## config.mk

```make
export PLATFORM = sky130hd
export DESIGN_NAME = fll_dco_clock_system
export DESIGN_NICKNAME = d
export VERILOG_FILES = /design/src/hdl/clock_system_pkg.sv /design/src/hdl/fll_dco_clock_system.sv /design/src/hdl/ref_edge_sync.sv
export VERILOG_INCLUDE_DIRS = /design/src /design/src/hdl
export SDC_FILE = /design/constraint.sdc
export NUM_CORES = 1
export LEC_CHECK = 0
export ABC_CLOCK_PERIOD_IN_PS = 9800
export BUFFER_PORTS_ARGS = -buffer_cell sky130_fd_sc_hd__buf_2
export CORE_MARGIN = 1
export CORE_UTILIZATION = 60
export CTS_CLUSTER_SIZE = 8
export DETAILED_ROUTE_END_ITERATION = 6
export PLACE_DENSITY_LB_ADDON = 0.12
export SYNTH_ARGS = -nofsm -noshare
export SYNTH_HDL_FRONTEND = slang
export SYNTH_SLANG_ARGS = --single-unit
export TNS_END_PERCENT = 10
```

## constraint.sdc

```tcl
create_clock -name aclk -period 9.8 [get_ports aclk]
set_clock_uncertainty 0.1 [all_clocks]
set_input_delay 1.96 -clock aclk [delete_from_list [all_inputs] [get_ports aclk]]
set_output_delay 1.96 -clock aclk [all_outputs]
set_load 0.01 [all_outputs]
```

## src/hdl/clock_system_regs.svh

```systemverilog
// Register offsets, field positions, reset values and counts of the clock system
`ifndef CLOCK_SYSTEM_REGS_SVH
`define CLOCK_SYSTEM_REGS_SVH

// ------------------------------------------------------------------
// Register byte offsets
// ------------------------------------------------------------------
`define CS_WORD0_OFF 8'h00
`define CS_WORD1_OFF 8'h04
`define CS_WORD2_OFF 8'h08
`define CS_WORD3_OFF 8'h0c
`define CS_SELECT_OFF 8'h10
`define CS_DIVIDE_OFF 8'h14
`define CS_BYPASS_OFF 8'h18
`define CS_POWER_OFF 8'h20
`define CS_STATUS_OFF 8'h24

// ------------------------------------------------------------------
// Field positions
// ------------------------------------------------------------------
`define CS_TAP_LSB 8
`define CS_FRAC_LSB 3
`define CS_FRAC_DIS_BIT 0
`define CS_MCLK_SEL_LSB 0
`define CS_SUB_MAIN_CLOCK_SEL_LSB 4
`define CS_ACLK_SEL_LSB 8
`define CS_WDT_VLO_BIT 12
`define CS_MCLK_DIV_LSB 0
`define CS_ACLK_DIV_LSB 4
`define CS_BYPASS_BIT 0
`define CS_LEVEL_LSB 0
`define CS_SLEEP_REQ_BIT 3
`define CS_GEN_OFF_BIT 4
`define CS_LOOP_OFF_BIT 5

// ------------------------------------------------------------------
// Reset values and counts
// ------------------------------------------------------------------
`define CS_TAP_RST 5'h10
`define CS_FRAC_RST 5'h00
`define CS_MULT_RST 10'h01f
`define CS_REFDIV_RST 3'h0
`define CS_FRAC_MAX 5'h1f
`define CS_TAP_MAX 5'h1f
`define CS_CAPTURE_EDGES 2'h2

`endif

```

## src/hdl/clock_system_pkg.sv

```systemverilog
// Types shared by the clock system design
package clock_system_pkg;

    typedef logic [1:0] resp_t;

    // Loop sequencer, one-hot
    typedef enum logic [3:0] {
        ST_IDLE = 4'b0001,
        ST_ARM  = 4'b0010,
        ST_MEAS = 4'b0100,
        ST_ADJ  = 4'b1000
    } fll_state_e;

    // Clock source select codes
    typedef enum logic [2:0] {
        SRC_XT1  = 3'h0,
        SRC_VLO  = 3'h1,
        SRC_INTERNAL_REFERENCE_OSCILLATOR = 3'h2,
        SRC_DCO  = 3'h3,
        SRC_XT2  = 3'h5
    } clk_src_e;

    localparam resp_t RESP_OKAY = 2'b00;
    localparam resp_t RESP_SLVERR = 2'b10;

endpackage : clock_system_pkg

```

## src/hdl/fll_dco_clock_system.sv

```systemverilog
// Frequency-lock loop, tuned oscillator modulator and clock tree control
//
// Notes on behaviour
// - Loop counts oscillator cycles between reference rising edges to steer tap and fraction.
// - Correction is two reference periods of capture, then one for adjust; partial captures dropped.
// - Loop stops in level 0 unless oscillator feeds aux/sub clocks, and levels 2-4 generator off.
// - Software write of tap and fraction loads exactly those values, no extra step.
// - Back-to-back writes to control words all take effect and reach the loop.
// - Sleep entry completes whatever the master and auxiliary divider ratio.
// - In levels 3 and 4 the serial clock request drops when idle and out of reset.
// - Watchdog tick from very low power oscillator halts during debug breakpoint.
// - Fraction spreads the oscillator between the selected tap and the next higher one.
// - Fraction wrap steps tap up and fraction to zero together, never tap up fraction down.
`timescale 1ns/1ps
`include "clock_system_regs.svh"
module fll_dco_clock_system
#(
    parameter int COUNT_W = 13
)
(
    input wire logic aclk,
    input wire logic aresetn,
    input wire logic [7:0] s_axi_awaddr,
    input wire logic s_axi_awvalid,
    output logic s_axi_awready,
    input wire logic [31:0] s_axi_wdata,
    input wire logic [3:0] s_axi_wstrb,
    input wire logic s_axi_wvalid,
    output logic s_axi_wready,
    output clock_system_pkg::resp_t s_axi_bresp,
    output logic s_axi_bvalid,
    input wire logic s_axi_bready,
    input wire logic [7:0] s_axi_araddr,
    input wire logic s_axi_arvalid,
    output logic s_axi_arready,
    output logic [31:0] s_axi_rdata,
    output clock_system_pkg::resp_t s_axi_rresp,
    output logic s_axi_rvalid,
    input wire logic s_axi_rready,
    input wire logic ref_clk_pin,
    input wire logic irq_active,
    input wire logic debug_halt,
    input wire logic vlo_tick,
    input wire logic serial_tx_busy,
    input wire logic serial_rx_busy,
    input wire logic serial_soft_reset_bit,
    output logic [4:0] osc_tap_out,
    output logic loop_running,
    output logic mclk_en,
    output logic sub_main_clock_en,
    output logic aclk_en,
    output logic wdt_tick,
    output logic serial_clk_req,
    output logic low_current_ok,
    output logic sleep_done
);
    import clock_system_pkg::*;

    logic [4:0] tap_reg, frac_reg, mod_acc_reg;
    logic frac_dis_reg, bypass_reg, wdt_vlo_reg, sleep_req_reg, gen_off_reg, loop_off_reg;
    logic [9:0] mult_reg;
    logic [2:0] ref_div_reg, ref_pre_reg, mclk_sel_reg, sub_main_clock_sel_reg, aclk_sel_reg;
    logic [2:0] mclk_div_reg, aclk_div_reg, level_reg;
    fll_state_e state_reg;
    logic [COUNT_W-1:0] cnt_reg;
    logic [1:0] edge_reg;
    logic aw_hold_reg, w_hold_reg;
    logic [7:0] waddr_reg;
    logic [31:0] wdata_reg;
    logic [3:0] wstrb_reg;
    logic ref_rise, ref_tick, fll_run, sleep_active, wr_do, adj_apply, adj_up, adj_down;
    logic [31:0] wr_old, wr_merged, rd_word;
    logic [11:0] target;

    // Byte-lane merge for partial writes
    function automatic logic [31:0] merge(input logic [31:0] old_w, input logic [31:0] new_w,
                                          input logic [3:0] strb);
        logic [31:0] res;
        res = old_w;
        for (int i = 0; i < 4; i++)
            if (strb[i])
                res[i*8 +: 8] = new_w[i*8 +: 8];
        return res;
    endfunction : merge

    // Register contents as read back at a given offset
    function automatic logic [31:0] read_word(input logic [7:0] addr);
        logic [31:0] w;
        w = 32'h0;
        case (addr)
            `CS_WORD0_OFF: w = {19'h0, tap_reg, frac_reg, 3'h0};
            `CS_WORD1_OFF: w = {31'h0, frac_dis_reg};
            `CS_WORD2_OFF: w = {22'h0, mult_reg};
            `CS_WORD3_OFF: w = {29'h0, ref_div_reg};
            `CS_SELECT_OFF: w = {19'h0, wdt_vlo_reg, 1'b0, aclk_sel_reg, 1'b0, sub_main_clock_sel_reg,
                                 1'b0, mclk_sel_reg};
            `CS_DIVIDE_OFF: w = {25'h0, aclk_div_reg, 1'b0, mclk_div_reg};
            `CS_BYPASS_OFF: w = {31'h0, bypass_reg};
            `CS_POWER_OFF: w = {26'h0, loop_off_reg, gen_off_reg, sleep_req_reg, level_reg};
            `CS_STATUS_OFF: w = {19'h0, osc_tap_out, sleep_done, low_current_ok, serial_clk_req,
                                 loop_running, state_reg};
            default: w = 32'h0;
        endcase
        return w;
    endfunction : read_word

    function automatic logic mapped(input logic [7:0] addr);
        return addr == `CS_WORD0_OFF || addr == `CS_WORD1_OFF || addr == `CS_WORD2_OFF ||
               addr == `CS_WORD3_OFF || addr == `CS_SELECT_OFF || addr == `CS_DIVIDE_OFF ||
               addr == `CS_BYPASS_OFF || addr == `CS_POWER_OFF || addr == `CS_STATUS_OFF;
    endfunction : mapped

    // ------------------------------------------------------------------
    // AXI4-Lite slave
    // ------------------------------------------------------------------
    // Address and data are taken independently; the write lands once both are held
    always_ff @(posedge aclk)
    begin
        if (!aresetn)
        begin
            s_axi_awready <= 1'b0;
            s_axi_wready <= 1'b0;
            aw_hold_reg <= 1'b0;
            w_hold_reg <= 1'b0;
            waddr_reg <= 8'h00;
            wdata_reg <= 32'h0;
            wstrb_reg <= 4'h0;
            s_axi_bvalid <= 1'b0;
            s_axi_bresp <= RESP_OKAY;
        end
        else
        begin
            s_axi_awready <= s_axi_awvalid && !s_axi_awready && !aw_hold_reg && !s_axi_bvalid;
            s_axi_wready <= s_axi_wvalid && !s_axi_wready && !w_hold_reg && !s_axi_bvalid;
            if (s_axi_awvalid && s_axi_awready)
            begin
                aw_hold_reg <= 1'b1;
                waddr_reg <= s_axi_awaddr;
            end
            if (s_axi_wvalid && s_axi_wready)
            begin
                w_hold_reg <= 1'b1;
                wdata_reg <= s_axi_wdata;
                wstrb_reg <= s_axi_wstrb;
            end
            if (wr_do)
            begin
                aw_hold_reg <= 1'b0;
                w_hold_reg <= 1'b0;
                s_axi_bvalid <= 1'b1;
                s_axi_bresp <= mapped(waddr_reg) ? RESP_OKAY : RESP_SLVERR;
            end
            else if (s_axi_bvalid && s_axi_bready)
                s_axi_bvalid <= 1'b0;
        end
    end

    assign wr_do = aw_hold_reg && w_hold_reg && !s_axi_bvalid;
    // A process, so a register change refreshes read-back even when the address holds still
    always_comb
    begin
        wr_old = read_word(waddr_reg);
        wr_merged = merge(wr_old, wdata_reg, wstrb_reg);
        rd_word = read_word(s_axi_araddr);
    end

    // Read channel: one read at a time, data latched with rvalid
    always_ff @(posedge aclk)
    begin
        if (!aresetn)
        begin
            s_axi_arready <= 1'b0;
            s_axi_rvalid <= 1'b0;
            s_axi_rdata <= 32'h0;
            s_axi_rresp <= RESP_OKAY;
        end
        else
        begin
            s_axi_arready <= s_axi_arvalid && !s_axi_arready && !s_axi_rvalid;
            if (s_axi_arvalid && s_axi_arready)
            begin
                s_axi_rvalid <= 1'b1;
                s_axi_rdata <= rd_word;
                s_axi_rresp <= mapped(s_axi_araddr) ? RESP_OKAY : RESP_SLVERR;
            end
            else if (s_axi_rvalid && s_axi_rready)
                s_axi_rvalid <= 1'b0;
        end
    end

    // ------------------------------------------------------------------
    // Control words
    // ------------------------------------------------------------------
    // Every accepted write updates at once, so close writes are never merged away
    always_ff @(posedge aclk)
    begin
        if (!aresetn)
        begin
            frac_dis_reg <= 1'b0;
            mult_reg <= `CS_MULT_RST;
            ref_div_reg <= `CS_REFDIV_RST;
            mclk_sel_reg <= SRC_DCO;
            sub_main_clock_sel_reg <= SRC_DCO;
            aclk_sel_reg <= SRC_XT1;
            wdt_vlo_reg <= 1'b0;
            mclk_div_reg <= 3'h0;
            aclk_div_reg <= 3'h0;
            bypass_reg <= 1'b0;
            level_reg <= 3'h0;
            sleep_req_reg <= 1'b0;
            gen_off_reg <= 1'b0;
            loop_off_reg <= 1'b0;
        end
        else if (wr_do)
        begin
            case (waddr_reg)
                `CS_WORD1_OFF: frac_dis_reg <= wr_merged[`CS_FRAC_DIS_BIT];
                `CS_WORD2_OFF: mult_reg <= wr_merged[9:0];
                `CS_WORD3_OFF: ref_div_reg <= wr_merged[2:0];
                `CS_SELECT_OFF:
                begin
                    mclk_sel_reg <= wr_merged[`CS_MCLK_SEL_LSB +: 3];
                    sub_main_clock_sel_reg <= wr_merged[`CS_SUB_MAIN_CLOCK_SEL_LSB +: 3];
                    aclk_sel_reg <= wr_merged[`CS_ACLK_SEL_LSB +: 3];
                    wdt_vlo_reg <= wr_merged[`CS_WDT_VLO_BIT];
                end
                `CS_DIVIDE_OFF:
                begin
                    mclk_div_reg <= wr_merged[`CS_MCLK_DIV_LSB +: 3];
                    aclk_div_reg <= wr_merged[`CS_ACLK_DIV_LSB +: 3];
                end
                `CS_BYPASS_OFF: bypass_reg <= wr_merged[`CS_BYPASS_BIT];
                `CS_POWER_OFF:
                begin
                    level_reg <= wr_merged[`CS_LEVEL_LSB +: 3];
                    sleep_req_reg <= wr_merged[`CS_SLEEP_REQ_BIT];
                    gen_off_reg <= wr_merged[`CS_GEN_OFF_BIT];
                    loop_off_reg <= wr_merged[`CS_LOOP_OFF_BIT];
                end
                default: ;
            endcase
        end
    end

    // ------------------------------------------------------------------
    // Reference edges and loop enable
    // ------------------------------------------------------------------
    ref_edge_sync u_ref_sync
    (
        .aclk(aclk),
        .aresetn(aresetn),
        .pin(ref_clk_pin),
        .rise(ref_rise)
    );

    // Reference prescaler: the loop sees every (divide+1)-th synchronised edge
    always_ff @(posedge aclk)
    begin
        if (!aresetn)
            ref_pre_reg <= 3'h0;
        else if (ref_rise)
            ref_pre_reg <= (ref_pre_reg >= ref_div_reg) ? 3'h0 : ref_pre_reg + 3'h1;
    end

    assign ref_tick = ref_rise && ref_pre_reg >= ref_div_reg;
    // Interrupt entry counts as active, which re-enables the loop
    assign sleep_active = sleep_req_reg && !irq_active;
    assign fll_run = !loop_off_reg &&
        !(sleep_active && level_reg == 3'h0 &&
          sub_main_clock_sel_reg != SRC_DCO && aclk_sel_reg != SRC_DCO) &&
        !(sleep_active && level_reg >= 3'h2 && level_reg <= 3'h4 && gen_off_reg);

    // ------------------------------------------------------------------
    // Lock sequencer
    // ------------------------------------------------------------------
    // Capture across two reference periods, then one period to adjust
    always_ff @(posedge aclk)
    begin
        if (!aresetn)
        begin
            state_reg <= ST_IDLE;
            cnt_reg <= '0;
            edge_reg <= 2'h0;
        end
        else if (!fll_run)
            state_reg <= ST_IDLE;
        else
        begin
            case (state_reg)
                ST_IDLE: state_reg <= ST_ARM;
                ST_ARM:
                    if (ref_tick)
                    begin
                        state_reg <= ST_MEAS;
                        cnt_reg <= '0;
                        edge_reg <= 2'h0;
                    end
                ST_MEAS:
                begin
                    if (cnt_reg != '1)
                        cnt_reg <= cnt_reg + 1'b1;
                    if (ref_tick)
                    begin
                        edge_reg <= edge_reg + 2'h1;
                        if (edge_reg + 2'h1 == `CS_CAPTURE_EDGES)
                            state_reg <= ST_ADJ;
                    end
                end
                ST_ADJ:
                    if (ref_tick)
                    begin
                        state_reg <= ST_MEAS;
                        cnt_reg <= '0;
                        edge_reg <= 2'h0;
                    end
                default: state_reg <= ST_IDLE;
            endcase
        end
    end

    assign target = 12'({mult_reg, 1'b0}) + 12'h2;
    assign adj_apply = fll_run && state_reg == ST_ADJ && ref_tick;
    assign adj_up = COUNT_W'(target) > cnt_reg;
    assign adj_down = COUNT_W'(target) < cnt_reg;

    // Tap and fraction: a software write wins and loads exactly what was written
    always_ff @(posedge aclk)
    begin
        if (!aresetn)
        begin
            tap_reg <= `CS_TAP_RST;
            frac_reg <= `CS_FRAC_RST;
        end
        else if (wr_do && waddr_reg == `CS_WORD0_OFF)
        begin
            tap_reg <= wr_merged[`CS_TAP_LSB +: 5];
            frac_reg <= wr_merged[`CS_FRAC_LSB +: 5];
        end
        else if (adj_apply && adj_up && {tap_reg, frac_reg} != 10'h3ff)
            {tap_reg, frac_reg} <= {tap_reg, frac_reg} + 10'h001;
        else if (adj_apply && adj_down && {tap_reg, frac_reg} != 10'h000)
            {tap_reg, frac_reg} <= {tap_reg, frac_reg} - 10'h001;
    end

    // ------------------------------------------------------------------
    // Modulator and clock tree outputs
    // ------------------------------------------------------------------
    // Accumulator spreads frac/32 of the cycles onto the next tap up
    always_ff @(posedge aclk)
    begin
        if (!aresetn)
        begin
            mod_acc_reg <= 5'h0;
            osc_tap_out <= `CS_TAP_RST;
        end
        else
        begin
            mod_acc_reg <= mod_acc_reg + frac_reg;
            if (!frac_dis_reg && tap_reg != `CS_TAP_MAX &&
                {1'b0, mod_acc_reg} + {1'b0, frac_reg} > {1'b0, `CS_FRAC_MAX})
                osc_tap_out <= tap_reg + 5'h1;
            else
                osc_tap_out <= tap_reg;
        end
    end

    // Gating decided from the sleep state alone; dividers play no part in entry
    always_ff @(posedge aclk)
    begin
        if (!aresetn)
        begin
            loop_running <= 1'b0;
            mclk_en <= 1'b1;
            sub_main_clock_en <= 1'b1;
            aclk_en <= 1'b1;
            sleep_done <= 1'b0;
            serial_clk_req <= 1'b1;
            low_current_ok <= 1'b0;
            wdt_tick <= 1'b0;
        end
        else
        begin
            loop_running <= state_reg != ST_IDLE;
            mclk_en <= !sleep_active;
            sleep_done <= sleep_active;
            sub_main_clock_en <= !(sleep_active && (gen_off_reg || level_reg >= 3'h3));
            aclk_en <= !(sleep_active && level_reg >= 3'h4);
            serial_clk_req <= !(sleep_active && level_reg >= 3'h3 && !serial_tx_busy &&
                                !serial_rx_busy && !serial_soft_reset_bit);
            low_current_ok <= sleep_active && level_reg == 3'h4 && !bypass_reg;
            wdt_tick <= wdt_vlo_reg && vlo_tick && !debug_halt;
        end
    end
endmodule : fll_dco_clock_system

```

## src/hdl/ref_edge_sync.sv

```systemverilog
// Three-stage synchroniser and rising-edge pulse for the lock reference clock pin
`timescale 1ns/1ps
module ref_edge_sync
(
    input wire logic aclk,
    input wire logic aresetn,
    input wire logic pin,
    output logic rise
);
    logic s1_reg;
    logic s2_reg;
    logic s3_reg;
    logic level_reg;

    // ------------------------------------------------------------------
    // Sampling chain
    // ------------------------------------------------------------------
    // Only the second stage reads the first, to keep metastability contained
    always_ff @(posedge aclk)
    begin
        if (!aresetn)
        begin
            s1_reg <= 1'b0;
            s2_reg <= 1'b0;
            s3_reg <= 1'b0;
        end
        else
        begin
            s1_reg <= pin;
            s2_reg <= s1_reg;
            s3_reg <= s2_reg;
        end
    end

    // A change counts once stages two and three agree
    always_ff @(posedge aclk)
    begin
        if (!aresetn)
        begin
            level_reg <= 1'b0;
            rise <= 1'b0;
        end
        else
        begin
            rise <= 1'b0;
            if (s2_reg == s3_reg && s3_reg != level_reg)
            begin
                level_reg <= s3_reg;
                rise <= s3_reg;
            end
        end
    end

endmodule : ref_edge_sync

```

==> results.toml, run 1 <==
[critical_path]
cp-end-kind = "flop"
cpMaxStageDelayCell = "nor4b_1"
r2r_cells = 14
cp.buffers_inverters = 1
critical-path-max-stage-delay_ns = 0.60
crit_family = "simple AND/OR/NAND/NOR gates"
cp.arrival_ns = 4.41
required_ns = 10.06
cp_cell_sequence = "buf_2 -> nor4b_1 -> and2_1 -> nor4_1 -> o21ai_0 -> nand3_1 -> a21oi_1 -> a21oi_1 -> nor2_1"
path_class = "in -> reg"
timing.critical_path.mode_cell = "a21oi_1"
cp.depth = 9
startpoint_type = "input pin"
path_max_fanout = 14

[detailed_routing]
routed_wl_mm = 20.6
antenna_left = 0
route.detailed.drc = 0
first_iter_violations = 797
first_pass_iters = 7
routed-via-count = 7014
routedWlPerCell_um = 18.5
routed_via_density = 6.28

[run_status]
status = "finished, final reports clean"

[synthesis]
synth.distinct_cells = 70
synthCells = 913
synth-async-reset-ratio_pct = 0
avgSynthCellArea_um2 = 8.05
netlist_area_mm2 = 0.00735
synthFlopType = "dfxtp_1"
seq_area_frac_synth_pct = 37.3
synth_top_area_share_pct = 37.3
synth_warnings = 0
synth_edf_count = 0
yosys.area.top_type = "dfxtp_1"
synth.area.top_cells = "dfxtp_1 (37%), a21oi_1 (6.4%), nor2_1 (5.4%), nand2_1 (5.2%), ha_1 (4.9%)"
ys_ff_latch = 137

[global_route]
grt_overflow = 0
grt_max_degree = 54
first_global_vias = 6724
grt_pass1_wl_mm = 33.3
grt_use_total_pct = 33.9
antenna_found_initial = 0

[floorplanning]
die_h_um = 113
rows = 40
die_area_mm2 = 0.0127
die_x_um = 113
initial_core_util_pct = 61.4
core_mm2 = 0.0120
ioPinCount = 120

[power_and_ir_drop]
power_leakage_nw = 3.24
powerDensity_mw_per_mm2 = 157
ir_worst_vdd_uv = 122
power_w = 0.00129

[placement]
dp_cells = 1085
gp_congestion = 0.911
placed_area_mm2 = 0.00764
io_buffers = 77
dpl.hpwl_mm = 14.7

[layout]
final_util_pct = 68.7
n_antenna_cell = 0
nets = 1054
layout-drive-gt1-share_pct = 13.7
areaGrowthSynthToFinish_pct = 11.9
design_area_mm2 = 0.00822
final_cells = 1116

[timing]
rsz0062_at_grt = "false"
max_slew.worst_pin.slew_ns = 0.951
tns_ns = 0
setup_viol = 0
finalHoldViolations = 0
fmax_mhz = 241
timing.final.max_slew_violations = 0
period_share_pct = 42.4
finalCriticalPeriod_ns = 4.15
maxSlewHeadroom_pct = 35.9

[clock_tree]
cts_resized = 0
cts_buffers = 17
htree_num_levels = 4
clock_latency_ns = 0.42
clkTransAtPathRegs_ns = 0.05
cts_buffer_depth = 2
clock-sinks = 137
cts_tree = "yes"
cts-root-buf = "clkbuf_16"
ctsHoldBuffers = 0
post_cts_buffers = 0

[worst_hold_path]
min_path_type = "reg -> reg"
hold_path_depth = 1

[run]
maxCapViolCount = 0
[where the power goes]
part / internal (W) / switching, W / leakage [nW]
registers: 0.000567 / 0.0000161 / 1.11
logic: 0.0000278 / 0.0000525 / 1.85
clock network: 0.000396 / 0.000235 / 0.284
[worst register-to-register path: cells and delay by family (launching register included)]
| family | cells | cell delay (ns) |
|---|---|---|
| AOI/OAI and AO/OA | 6 | 1.75 |
| and+or+nand+nor | 4 | 0.54 |
| xor gates and xnor gates | 2 | 0.27 |
| DFF | 1 | 0.58 |
| adders and majority gates | 2 | 0.56 |
[worst paths after layout]
kind	startpoint	to	slack, ns
setup / recovery	s_axi_araddr[5]	s_axi_rdata[9]	5.65
hold / removal	u_ref_sync.s1_reg	u_ref_sync.s2_reg	0.34
setup reg to reg	mult_reg[0]	tap_reg[2]	5.91
hold reg to reg	u_ref_sync.s1_reg	u_ref_sync.s2_reg	0.34
[layout by cell type (no fill, tap or decap), types with 5 or more instances in the layout]
cell type / count
a211o_1: 5
nor3_2: 6
nand3_1: 46
nor4_1: 11
a211oi_1: 7
nand4_1: 11
nor2b_1: 5
ha_1: 29
nor3_1: 19
mux2i_1: 18
clkbuf_16: 17
inv_1: 34
and4_1: 5
o211ai_1: 8
o21ai_0: 22
nand2b_1: 5
xor2_1: 5
a21oi_1: 94
and3_1: 9
dfxtp_1: 137
buf_2: 78
o21a_1: 5
xnor2_1: 25
nor2_1: 105
conb_1: 21
and2_1: 14
a22oi_1: 22
o21ai_1: 5
nor4b_1: 10
nand2_1: 102
a222oi_1: 16
[routing by layer]
layer / part of all wire, % / track usage [%]
met5: 0 / 0
met4: 3.6 / 17.4
met3: 8.4 / 6.70
met2: 49 / 57.5
met1: 39 / 40.8
[through the flow]
stage	setup slack, ns	hold slack [ns]
floorplan	5.98	0.312
global placement	5.37	0.315
detailed placement	5.33	0.332
CTS	5.76	0.345
global route	5.51	0.356
finish	5.65	0.342
[synthesized netlist by cell type (6+ instances only)]
cell,instances
inv_1,34
o211ai_1,8
ha_1,29
nor3_1,19
nor3_2,6
buf_2,7
o21ai_0,22
a22oi_1,22
nand4_1,11
nor4_1,11
a21oi_1,94
a211oi_1,7
nand3_1,46
nor4b_1,10
a222oi_1,16
and3_1,9
mux2i_1,18
nand2_1,102
nor2_1,105
clkbuf_1,46
xnor2_1,25
dfxtp_1,137
buf_4,21
and2_1,14
[area by class of cell]
| cell class | instances | area, um^2 |
|---|---|---|
| clock inverter | 8 | 95.1 |
| multi-input combinational | 686 | 4170 |
| inverter | 35 | 131 |
| tap | 147 | 184 |
| sequential | 137 | 2740 |
| timing repair buffer | 81 | 413 |
| fill | 996 | 3740 |
| clock buffer | 22 | 484 |
[cell families (layout without fill, tap and decap cells)]
| logic type | Yosys count | after routing | share of synthesized area (%) |
|---|---|---|---|
| AO/OA/AOI/OAI | 218 | 218 | 19.6 |
| XOR/XNOR | 30 | 30 | 3.58 |
| adder cells (fa/ha/maj) | 30 | 30 | 5.21 |
| buffers and inverters | 110 | 146 | 6.92 |
| flip-flops | 137 | 137 | 37.3 |
| multiplexers | 20 | 20 | 2.81 |
| other | 1 | 21 | 0.0510 |
| AND/OR/NAND/NOR | 367 | 367 | 24.5 |
Power figures use the tool's default switching activity.
==> run 2: changes to the inputs <==
--- a/config.mk
+++ b/config.mk
@@ -6,10 +6,11 @@
 export SDC_FILE = /design/constraint.sdc
 export NUM_CORES = 1
 export LEC_CHECK = 0
-export ABC_CLOCK_PERIOD_IN_PS = 9800
+export ABC_AREA = 1
+export ABC_CLOCK_PERIOD_IN_PS = 3500
 export BUFFER_PORTS_ARGS = -buffer_cell sky130_fd_sc_hd__buf_2
 export CORE_MARGIN = 1
-export CORE_UTILIZATION = 60
+export CORE_UTILIZATION = 52
 export CTS_CLUSTER_SIZE = 8
 export DETAILED_ROUTE_END_ITERATION = 6
 export PLACE_DENSITY_LB_ADDON = 0.12
==> constraint.sdc (replaced) <==
create_clock -name aclk -period 3.5 [get_ports aclk]
set_clock_uncertainty 0.1 [all_clocks]
set_input_delay 0.7 -clock aclk [delete_from_list [all_inputs] [get_ports aclk]]
set_output_delay 0.7 -clock aclk [all_outputs]
set_load 0.01 [all_outputs]
==> run 2 against run 1 <==
Effect of this change: routed wire length is 11% higher; sequential share of layout area is 3.3 points lower; total power grew to 2.9 times the previous value; sequential cell count stayed put; non-clock buffer count is 4 higher; critical path depth is 12 higher; critical endpoint is now frac_reg[2]; largest power group unchanged.
==> results.toml, run 2 <==
[synthesis]
netlist_area_mm2 = 0.00811
synth_edf_count = 0
synth.distinct_cells = 46
seq_area_frac_synth_pct = 33.8
synthCells = 1245
avgSynthCellArea_um2 = 6.51
synth_warnings = 0
synth_top_area_share_pct = 33.8
synth-async-reset-ratio_pct = 0
synth.area.top_cells = "dfxtp_1 (34%), nand2_1 (15%), inv_1 (7.6%), a21oi_1 (6.2%), nor2_1 (5.6%)"
yosys.cell_count.top_type = "nand2_1"
yosys.area.top_type = "dfxtp_1"
synthTopCellsByCount = "nand2_1 (316), inv_1 (164), dfxtp_1 (137), nor2_1 (122), a21oi_1 (101)"
synthFlopType = "dfxtp_1"
ys_ff_latch = 137

[critical_path]
r2r_cells = 21
required_ns = 3.72
path_class = "reg -> reg"
cp-end-kind = "flop"
path_max_fanout = 8
r2r_end = "frac_reg[2]"
r2r_setup_slack_ns = 0.47
startpoint_type = "flop"
r2r_start = "mult_reg[1]"
cp.arrival_ns = 3.25

[clock_tree]
clock_latency_ns = 0.43
cts_buffer_depth = 2
cts_resized = 0
post_cts_buffers = 0
htree_num_levels = 4
ctsHoldBuffers = 0
clock-sinks = 137
cts-root-buf = "clkbuf_16"
cts_buffers = 17
cts_tree = "yes"
clkTransAtPathRegs_ns = 0.06

[placement]
io_buffers = 77
gp_congestion = 0.960
dpl.hpwl_mm = 17.0

[timing]
finalHoldViolations = 0
timing.final.max_slew_violations = 0
maxSlewHeadroom_pct = 57.3
tns_ns = 0
max_slew.worst_pin.slew_ns = 0.635
fmax_mhz = 330
period_share_pct = 86.5
finalCriticalPeriod_ns = 3.03
setup_viol = 0
rsz0062_at_grt = "false"

[power_and_ir_drop]
power_w = 0.00376
ir_worst_vdd_uv = 344
powerDensity_mw_per_mm2 = 412
power_leakage_nw = 4.34

[worst_hold_path]
hold_path_depth = 2
hold_end = "u_ref_sync.s2_reg"
min_from = "u_ref_sync.s1_reg"
min_path_type = "reg -> reg"

[floorplanning]
ioPinCount = 120
die_area_mm2 = 0.0161
initial_core_util_pct = 53.3
rows = 45
die_x_um = 127
core_mm2 = 0.0152
die_h_um = 127

[detailed_routing]
antenna_left = 0
routedWlPerCell_um = 15.1
routed-via-count = 8169
routed_wl_mm = 22.9
first_pass_iters = 5
route.detailed.drc = 0
first_iter_violations = 722
routed_via_density = 5.38

[global_route]
antenna_found_initial = 0
grt_use_total_pct = 29.7
grt_pass1_wl_mm = 37.1
grt_max_degree = 57
grt_overflow = 0
first_global_vias = 7273

[run]
maxCapViolCount = 0

[layout]
layout-drive-gt1-share_pct = 12.2
layout_common_cells = "nand2_1 (316), inv_1 (163), dfxtp_1 (136), nor2_1 (122), a21oi_1 (100)"
areaGrowthSynthToFinish_pct = 12.7
nets = 1413
final_common_cell = "nand2_1"
fillCellCount = 1532
n_antenna_cell = 0

[run_status]
status = "finished, final reports clean"
## run 2: changes by cell type after synthesis, sizes merged, moves of 11 or more
cell / previous run / this run
mux2i: 18 / 0
xnor2: 25 / 2
nor2: 107 / 132
clkbuf: 46 / 18
xor2: 5 / 23
a222oi: 16 / 0
inv: 35 / 182
o22ai: 2 / 13
a22oi: 22 / 0
o21ai: 27 / 98
nand2: 102 / 320
and2: 14 / 0
nand3: 46 / 79
## run 2: metal layers
| metal | global-route usage, % | vias to the layer above | part of all wire [%] |
|---|---|---|---|
| li1 | - | 4107 | - |
| met2 | 47.4 | 331 | 44 |
| met3 | 4.98 | 51 | 6.3 |
| met4 | 12.7 | 0 | 3.1 |
| met1 | 39.7 | 3680 | 46 |
| met5 | 0 | - | 0 |
## run 2: critical path: stages (launching register included)
cell and delay, ns:
dfxtp_2 0.40, ha_1 0.18, nand2_1 0.08, inv_1 0.07, nand4_1 0.12, nor2_1 0.12, nand2_1 0.10, xor2_1 0.14
inv_1 0.05, ha_1 0.31, nand2_1 0.09, nor2_1 0.06, nand3_1 0.12, nand2_1 0.08, nor2_2 0.23, nand3_2 0.21
nand2_4 0.14, nor2_8 0.06, nand2_1 0.08, nand2_1 0.05, nor2_1 0.08, nor2_1 0.04
## run 2: power by group
group | switching [W] | leakage, nW | internal (W)
clock network | 0.000714 | 0.267 | 0.000993
logic | 0.000290 | 2.96 | 0.000114
registers | 0.0000451 | 1.11 | 0.00161
## run 2: area by class of cell
| cell class | count | area (um^2) | area share [%] |
|---|---|---|---|
| clock buffers | 21 | 450 | 4.93 |
| clock inverters | 11 | 100 | 1.10 |
| inverters | 186 | 699 | 7.65 |
| multi-input cells | 890 | 4450 | 48.7 |
| flip-flops and latches | 137 | 2740 | 30.0 |
| well taps | 188 | 235 | 2.57 |
| repair buffers | 85 | 458 | 5.01 |
## run 2: logic make-up after synthesis
family	share of synthesized area, %
other	0.0462
AND/OR/NAND/NOR	31.5
adder cells (fa/ha/maj)	4.72
XOR/XNOR	2.70
AO/OA/AOI/OAI	14.9
buffers and inverters	12.3
flip-flops	33.8
## run 2: how the worst max path moves through the flow
stage                  endpoint  slack [ns]   startpoint
floorplan           frac_reg[2]        0.82  mult_reg[2]
global placement    frac_reg[3]        0.37  mult_reg[1]
detailed placement  frac_reg[2]        0.34  mult_reg[1]
CTS                 frac_reg[2]        0.32  mult_reg[1]
global route        frac_reg[3]        0.07  mult_reg[1]
finish              frac_reg[2]        0.47  mult_reg[1]
## run 2: stage by stage
step	utilization, %	hold slack [ns]	setup WS (ns)	instances	instance area (um^2)
6_report	60.1	0.311	0.471	1518	9140
5_1_grt	60.1	0.331	0.0667	1518	9140
4_1_cts	60.0	0.318	0.316	1518	9130
3_5_place_dp	56.4	0.303	0.336	1486	8580
3_3_place_gp	56.4	0.292	0.369	1486	8580
2_1_floorplan	-	0.279	0.820	1265	8190
